--- src/hdl/wdog_pkg.sv ---
// Package for the watchdog reset supervisor: register map, field layout, reset values.
// Assumes a 32-bit APB slave with word-aligned registers.
package wdog_pkg;
    localparam logic [11:0] ctrl_addr        = 12'h000;
    localparam logic [11:0] count_addr       = 12'h004;
    localparam logic [11:0] status_addr      = 12'h008;
    localparam int          div_sel_bit      = 0;
    localparam int          ovf_flag_bit     = 1;
    localparam int          sw_flag_bit      = 2;
    localparam int          short_flag_bit   = 3;
    localparam int          long_flag_bit    = 4;
    localparam logic [15:0] ctrl_rst_ext     = 16'h001c;
    localparam logic [15:0] ctrl_rst_sw      = 16'h0004;
    localparam logic [15:0] ctrl_rst_wdog    = 16'h0006;
    localparam logic [15:0] ctrl_wr_mask     = 16'hff01;
    localparam logic [15:0] ctrl_end_init_instruction_clr   = 16'hffe1;
    localparam logic [6:0]  div_slow_last    = 7'h7f;
    localparam logic [6:0]  div_fast_last    = 7'h01;
    localparam logic [15:0] count_last       = 16'hffff;
    localparam logic [3:0]  reset_hold_cyc   = 4'h8;

    typedef enum logic [1:0] {
        rst_ext,
        rst_sw,
        rst_wdog
    } rst_cause_e;

    typedef struct packed {
        logic service;
        logic service_bad;
        logic disable_req;
        logic end_init;
        logic soft_reset;
    } cpu_req_s;

    typedef struct packed {
        logic busy;
        logic ready_ignored;
        logic ready_seen;
    } bus_cycle_s;
endpackage

--- src/hdl/wdog_prescaler.sv ---
// Prescaler giving a one-cycle count enable at fCPU/2 or fCPU/128.
// Assumes pclk is the CPU clock.
`timescale 1ns/1ns
module wdog_prescaler
(
    // Clock and reset
    input  wire logic pclk,
    input  wire logic presetn,
    // Control
    input  wire logic clear,
    input  wire logic slow_sel,
    // Tick
    output logic      tick
);
    import wdog_pkg::*;

    logic [6:0] div_q;
    logic [6:0] last;

    assign last = slow_sel ? div_slow_last : div_fast_last;

    always_ff @(posedge pclk or negedge presetn)
    begin
        if (!presetn)
        begin
            div_q <= 7'h00;
            tick  <= 1'b0;
        end
        else if (clear)
        begin
            div_q <= 7'h00;
            tick  <= 1'b0;
        end
        else
        begin
            tick <= (div_q >= last);
            if (div_q >= last)
                div_q <= 7'h00;
            else
                div_q <= div_q + 7'h01;
        end
    end
endmodule

--- src/hdl/wdog_supervisor.sv ---
// Watchdog timer and reset supervisor with an APB register port.
// Assumes CPU requests are one-cycle pulses synchronous to pclk and that the
// system reset controller acts on the internal reset request it drives.
//
// Added by the designer: the register offsets and register access over APB.
`timescale 1ns/1ns

// Summary of operation
// - The timer is a 16-bit up counter of a low byte feeding a high byte, stepped by a prescaler.
// - The divider select bit chooses fCPU/2 when zero and fCPU/128 when one.
// - The count register is read-only and always shows the live count.
// - Reaching FFFF unserviced overflows and starts an internal reset that drives the output low.
// - Overflow sets the overflow flag; a hardware reset or a service clears it.
// - After any reset except a hardware reset into bootstrap mode, the timer is enabled and counts from zero at fCPU/2.
// - Disable works only until the first end-of-init or service, and is ignored after.
// - The timer keeps counting in idle mode unless disabled.
// - Service clears the low byte and loads the high byte from the reload field.
// - A malformed service does not service and raises the protection fault trap.
// - Reset sources load the control register with 001C, 0004 or 0006.
// - End-of-init clears control bits 4 down to 1.
// - A watchdog reset request rises two cycles after the overflow flag sets and aborts a running bus cycle unless it ignores or saw ready.
// - A hardware reset into bootstrap mode leaves the timer disabled.
module wdog_supervisor
(
    // APB clock and reset
    input  wire logic                  pclk,
    input  wire logic                  presetn,
    // APB slave
    input  wire logic                  psel,
    input  wire logic                  penable,
    input  wire logic                  pwrite,
    input  wire logic [11:0]           paddr,
    input  wire logic [31:0]           pwdata,
    output logic                       pready,
    output logic [31:0]                prdata,
    output logic                       pslverr,
    // CPU core requests
    input  wdog_pkg::cpu_req_s         cpu_req,
    input  wire logic                  idle_mode,
    input  wire logic                  bootstrap_strap,
    // External bus cycle state
    input  wdog_pkg::bus_cycle_s       bus_cycle,
    // Reset and trap outputs
    output logic                       reset_indication_output_n,
    output logic                       bus_abort,
    output logic                       protection_fault_trap,
    output logic                       internal_reset_req
);
    import wdog_pkg::*;

    typedef enum logic [1:0] {
        st_run,
        st_bus_wait,
        st_reset
    } sup_state_e;

    sup_state_e  state_q;
    logic [15:0] watchdog_control_q;
    logic [15:0] watchdog_count_q;
    logic        enabled_q;
    logic        dis_open_q;
    logic        strap_done_q;
    logic [3:0]  hold_q;
    rst_cause_e  cause_q;
    logic        tick;
    logic        service_ok;
    logic        overflow;
    logic        restart;
    logic        wr_en;
    logic        rd_en;
    logic        addr_ok;

    assign service_ok = cpu_req.service && !cpu_req.service_bad;
    assign overflow   = enabled_q && tick && (watchdog_count_q == count_last)
                        && (state_q == st_run);
    assign restart    = (state_q == st_reset) && (hold_q == 4'h0);
    assign addr_ok    = (paddr == ctrl_addr) || (paddr == count_addr)
                        || (paddr == status_addr);
    assign wr_en      = psel && penable && pwrite && addr_ok;
    assign rd_en      = psel && !penable && !pwrite;

    wdog_prescaler u_prescaler
    (
        .pclk     (pclk),
        .presetn  (presetn),
        .clear    (service_ok || restart || cpu_req.soft_reset),
        .slow_sel (watchdog_control_q[div_sel_bit]),
        .tick     (tick)
    );

    // Counter runs regardless of idle mode; idle is deliberately not a term here.
    always_ff @(posedge pclk or negedge presetn)
    begin
        if (!presetn)
            watchdog_count_q <= 16'h0000;
        else if (restart || cpu_req.soft_reset)
            watchdog_count_q <= 16'h0000;
        else if (service_ok)
            watchdog_count_q <= {watchdog_control_q[15:8], 8'h00};
        else if (enabled_q && tick && state_q == st_run)
            watchdog_count_q <= watchdog_count_q + 16'h0001;
    end

    always_ff @(posedge pclk or negedge presetn)
    begin
        if (!presetn)
            watchdog_control_q <= ctrl_rst_ext;
        else if (restart)
            watchdog_control_q <= (cause_q == rst_wdog) ? ctrl_rst_wdog : ctrl_rst_sw;
        else if (cpu_req.soft_reset)
            watchdog_control_q <= ctrl_rst_sw;
        else
        begin
            if (wr_en && paddr == ctrl_addr)
                watchdog_control_q <= (watchdog_control_q & ~ctrl_wr_mask)
                                      | (pwdata[15:0] & ctrl_wr_mask);
            if (cpu_req.end_init)
                watchdog_control_q[4:1] <= 4'h0;
            if (service_ok)
                watchdog_control_q[ovf_flag_bit] <= 1'b0;
            if (overflow)
                watchdog_control_q[ovf_flag_bit] <= 1'b1;
        end
    end

    // Bootstrap strap is caught on the first clocked edge after release.
    always_ff @(posedge pclk or negedge presetn)
    begin
        if (!presetn)
        begin
            enabled_q    <= 1'b1;
            strap_done_q <= 1'b0;
            dis_open_q   <= 1'b1;
        end
        else
        begin
            strap_done_q <= 1'b1;
            if (!strap_done_q && bootstrap_strap)
                enabled_q <= 1'b0;
            else if (restart || cpu_req.soft_reset)
                enabled_q <= 1'b1;
            else if (cpu_req.disable_req && dis_open_q)
                enabled_q <= 1'b0;
            if (restart || cpu_req.soft_reset)
                dis_open_q <= 1'b1;
            else if (service_ok || cpu_req.end_init)
                dis_open_q <= 1'b0;
        end
    end

    always_ff @(posedge pclk or negedge presetn)
    begin
        if (!presetn)
        begin
            state_q   <= st_run;
            hold_q    <= 4'h0;
            cause_q   <= rst_ext;
            bus_abort <= 1'b0;
        end
        else
        begin
            bus_abort <= 1'b0;
            case (state_q)
                st_run:
                begin
                    if (overflow)
                    begin
                        cause_q <= rst_wdog;
                        state_q <= st_bus_wait;
                    end
                    else if (cpu_req.soft_reset)
                        cause_q <= rst_sw;
                end
                st_bus_wait:
                begin
                    hold_q  <= reset_hold_cyc;
                    if (!bus_cycle.busy || bus_cycle.ready_ignored || bus_cycle.ready_seen)
                        state_q <= st_reset;
                    else
                    begin
                        bus_abort <= 1'b1;
                        state_q   <= st_reset;
                    end
                end
                st_reset:
                begin
                    if (hold_q == 4'h0)
                        state_q <= st_run;
                    else
                        hold_q <= hold_q - 4'h1;
                end
                default:
                    state_q <= st_run;
            endcase
        end
    end

    // Reset output is held low for the whole internal reset sequence.
    always_ff @(posedge pclk or negedge presetn)
    begin
        if (!presetn)
        begin
            reset_indication_output_n <= 1'b0;
            internal_reset_req        <= 1'b0;
            protection_fault_trap     <= 1'b0;
        end
        else
        begin
            reset_indication_output_n <= !(state_q == st_reset && !restart);
            internal_reset_req        <= (state_q == st_reset) && !restart;
            protection_fault_trap     <= cpu_req.service && cpu_req.service_bad;
        end
    end

    // Single-cycle access phase; reads are prepared during setup.
    always_ff @(posedge pclk or negedge presetn)
    begin
        if (!presetn)
        begin
            pready  <= 1'b0;
            pslverr <= 1'b0;
            prdata  <= 32'h00000000;
        end
        else
        begin
            pready  <= psel && !penable;
            pslverr <= psel && !penable && !addr_ok;
            if (rd_en)
            begin
                case (paddr)
                    ctrl_addr:   prdata <= {16'h0000, watchdog_control_q};
                    count_addr:  prdata <= {16'h0000, watchdog_count_q};
                    status_addr: prdata <= {29'h00000000, dis_open_q, enabled_q,
                                            state_q != st_run};
                    default:     prdata <= 32'h00000000;
                endcase
            end
        end
    end
endmodule

--- config.mk ---
export PLATFORM = sky130hd
export DESIGN_NAME = wdog_supervisor
export DESIGN_NICKNAME = d
export VERILOG_FILES = /design/src/hdl/wdog_pkg.sv /design/src/hdl/wdog_prescaler.sv /design/src/hdl/wdog_supervisor.sv
export SDC_FILE = /design/constraint.sdc
export NUM_CORES = 1
export LEC_CHECK = 0
export ABC_AREA = 1
export BUFFER_PORTS_ARGS = -buffer_cell sky130_fd_sc_hd__buf_2
export CAP_MARGIN = 15
export CORE_MARGIN = 2
export CORE_UTILIZATION = 55
export CTS_CLUSTER_DIAMETER = 80
export DETAILED_ROUTE_END_ITERATION = 10
export GPL_TIMING_DRIVEN = 0
export HOLD_SLACK_MARGIN = 0.03
export PLACE_DENSITY = 0.82
export SLEW_MARGIN = 20
export SYNTH_ARGS = -nofsm -noshare
export SYNTH_HDL_FRONTEND = slang
export SYNTH_SLANG_ARGS = --single-unit
--- constraint.sdc ---
create_clock -name pclk -period 4.5 [get_ports pclk]
set_input_delay 0.45 -clock pclk [delete_from_list [all_inputs] [get_ports pclk]]
set_output_delay 0.45 -clock pclk [all_outputs]
set_load 0.01 [all_outputs]
==> flow_summary.toml <==
[route]
post-route-drc-count = 0
drtAntennaViolNets = 0
avgRoutedWirePerCell_um = 12.4
first_iter_violations = 191
drt-vias-per-instance = 4.94
vias = 3282
firstDrtPassIters = 5
wl_mm = 8.24

[clocking]
cts.path.max_buffers = 2
clk_latency_ns = 0.34
root_buffer = "clkbuf_8"
cts_made_buffers = 9
postCtsHoldBufs = 0
cts.sinks = 69
cts_resized = 0
postCtsSetupRepairBufs = 0
clk_pin_slew_worst_paths_ns = 0.08
ctsHtreeMaxLevel = 3
cts_tree = "done"

[timing]
hold_viol = 0
skew_ns = 0.0102
clock.fmax_mhz = 536
rsz0062_at_grt = "no"
period_minus_slack_ns = 1.86
finalMaxSlewViolations = 0
setup-tns-final_ns = 0
fin_crit_sh = 0.414
setup_viol = 0

[critical_path]
r2r_end = "u_prescaler.div_q[2]$_DFF_PN0_"
r2r-start = "watchdog_control_q[0]$_DFFE_PN0P_"
crit_path_max_incr_delay_ns = 0.41
critPathCapture = "u_prescaler.div_q[2]$_DFF_PN0_"
slowest_stage = "dfrtp_1"
worstSetupStartpointType = "flip-flop"
endpoint_kind = "flip-flop"
critPathMaxFanout = 7
crit_arrival_ns = 2.11
worstPathCellList = "inv_1 > ha_1 > a21oi_1 > nor2_1 > nor3b_1 > nand2_1 > nor3_1"
crit_type = "reg -> reg"
crit_path_start = "watchdog_control_q[0]$_DFFE_PN0P_"
rr_worst_depth = 7
crit_required_ns = 4.75
rrSetupSlack_ns = 2.64

[floorplan]
dieArea_um2 = 7720
io_pins = 97
coreArea_um2 = 6790
die_w_um = 87.9
rows = 30
initial_core_util = 0.569
die_h_um = 87.9

[power]
leakage_nw = 2.36
ir_worst_vdd_mv = 0.141
power_density_nw_per_um2 = 277

[synthesis]
yosysSeqAreaShare = 0.448
yosys_warnings = 0
synth_most_common_cell = "nand2_1"
ys_ff_latch = 69
yosys-top-cells-count = "nand2_1 (133), dfrtp_1 (65), nand3_1 (54)"
syn_area_um2 = 3870
synth.distinct_cells = 39
synth_area_leaders = "dfrtp_1 (42%), nand2_1 (13%), nand3_1 (7.0%)"
syn_inst = 480
synth-main-ff-cell = "dfrtp_1"
synth_edf_count = 0
async_flop_share = 1.00
yosysTopAreaCell = "dfrtp_1"
synth_top_cell_area_share = 0.420
syn_avg_cell_area_um2 = 8.06

[global_route]
antenna_found_initial = 0
grt-ovfl-total = 0
track_usage = 0.234
grt_pass1_wl_mm = 13.9
grt_pass1_vias = 3055
grt_max_degree = 39

[placed_design]
gp_congestion = 0.953
io_buffer_count = 56
hpwl_mm = 6.42
dp.cells = 648

[finish]
syn_to_final_growth_pct = 17.4
fillers = 573
nets = 631
final_cells = 664
final-seq-area_um2 = 1730
antenna-diode-count = 0
multi_input_area_um2 = 1790
drive_gt1_frac = 0.243

[min_path]
hold_class = "in -> async"

[status]
run_status = "complete, no violations"

[job]
maxCapViolCount = 0
[worst max-delay path, delay by kind of cell (launching register included)]
family                     cells  cell delay (ns)
and+or+nand+nor                4             0.70
DFF                            1             0.41
adders and majority gates      1             0.30
buffers and inverters          1             0.22
AOI/OAI and AO/OA              1             0.14
[cells by family (layout without fill, tap and decap cells)]
group / Yosys count / after routing / synth area share
flip-flops: 69 / 69 / 0.448
AO/OA/AOI/OAI: 44 / 44 / 0.0747
AND/OR/NAND/NOR: 265 / 265 / 0.320
adder cells (fa/ha/maj): 9 / 9 / 0.0291
buffers and inverters: 81 / 154 / 0.104
other: 2 / 17 / 0.00194
XOR/XNOR: 10 / 10 / 0.0226
[placed cells by master, fill, tap and decap left out, types with 3 or more instances in the layout]
| cell | netlist | routed |
|---|---|---|
| a21oi_1 | 6 | 6 |
| buf_2 | 3 | 58 |
| buf_4 | 16 | 17 |
| buf_6 | 3 | 3 |
| clkbuf_1 | 1 | 3 |
| clkbuf_8 | 1 | 11 |
| conb_1 | 2 | 17 |
| dfrtp_1 | 65 | 65 |
| dfstp_2 | 4 | 4 |
| ha_1 | 9 | 9 |
| inv_1 | 51 | 51 |
| inv_2 | 5 | 5 |
| nand2_1 | 133 | 133 |
| nand3_1 | 54 | 54 |
| nand4_1 | 8 | 8 |
| nor2_1 | 37 | 37 |
| nor2_2 | 5 | 5 |
| nor2_4 | 5 | 5 |
| nor3_1 | 7 | 7 |
| o21ai_0 | 17 | 17 |
| o21ai_1 | 3 | 3 |
| o21ai_2 | 13 | 13 |
| xnor2_1 | 3 | 3 |
| xor2_1 | 7 | 7 |
[worst min-delay path by stage]
stage,start,end,slack (ns)
final,presetn,u_prescaler.div_q[4]$_DFF_PN0_,0.07
after detailed placement,presetn,strap_done_q$_DFF_PN0_,0.45
after floorplan,presetn,bus_abort$_DFF_PN0_,0.15
after CTS,presetn,strap_done_q$_DFF_PN0_,0.08
after global routing,presetn,strap_done_q$_DFF_PN0_,0.10
after global placement,strap_done_q$_DFF_PN0_,enabled_q$_DFFE_PN1P_,0.44
[per-layer routing]
metal | vias to the layer above | routed length (um) | part of all wire | global-route usage
met5 | - | 0 | 0 | 0
met4 | 0 | 178 | 0.022 | 0.0979
met3 | 20 | 394 | 0.048 | 0.0462
met2 | 100 | 4000 | 0.49 | 0.384
met1 | 1490 | 3670 | 0.44 | 0.305
li1 | 1672 | - | - | -
[final cells by class]
type                       count  area share
sequential                    69       0.381
clock buffer                  12      0.0320
buffer                        25      0.0427
tap                           96      0.0265
timing repair buffer          57      0.0667
clock inverter                 4      0.0105
multi-input combinational    345       0.394
inverter                      56      0.0463
[through the flow]
stage	util	hold WS, ns	instance area, um2	worst slack [ns]	total power, mW
6_report	0.668	0.0658	4540	2.64	1.26
5_1_grt	0.668	0.101	4540	2.52	1.31
4_1_cts	0.668	0.0836	4540	2.63	1.27
3_5_place_dp	0.640	0.453	4350	2.64	0.774
3_3_place_gp	0.637	0.438	4330	2.67	0.769
2_1_floorplan	-	0.154	3930	2.96	0.724
[state kept, by name, indices dropped and copies added, names as in the netlist, 2 cells and up]
name and flops:
watchdog_control_q 12, hold_q 4, u_prescaler.div_q 7, state_q 2
watchdog_count_q 16, cause_q 2, prdata 16
[where the power goes]
group / leakage [nW] / internal, mW / switching (mW)
logic: 1.33 / 0.0445 / 0.0754
clock network: 0.0964 / 0.270 / 0.227
registers: 0.933 / 0.633 / 0.00966
total: 2.36 / 0.947 / 0.312
Power figures use the tool's default switching activity.
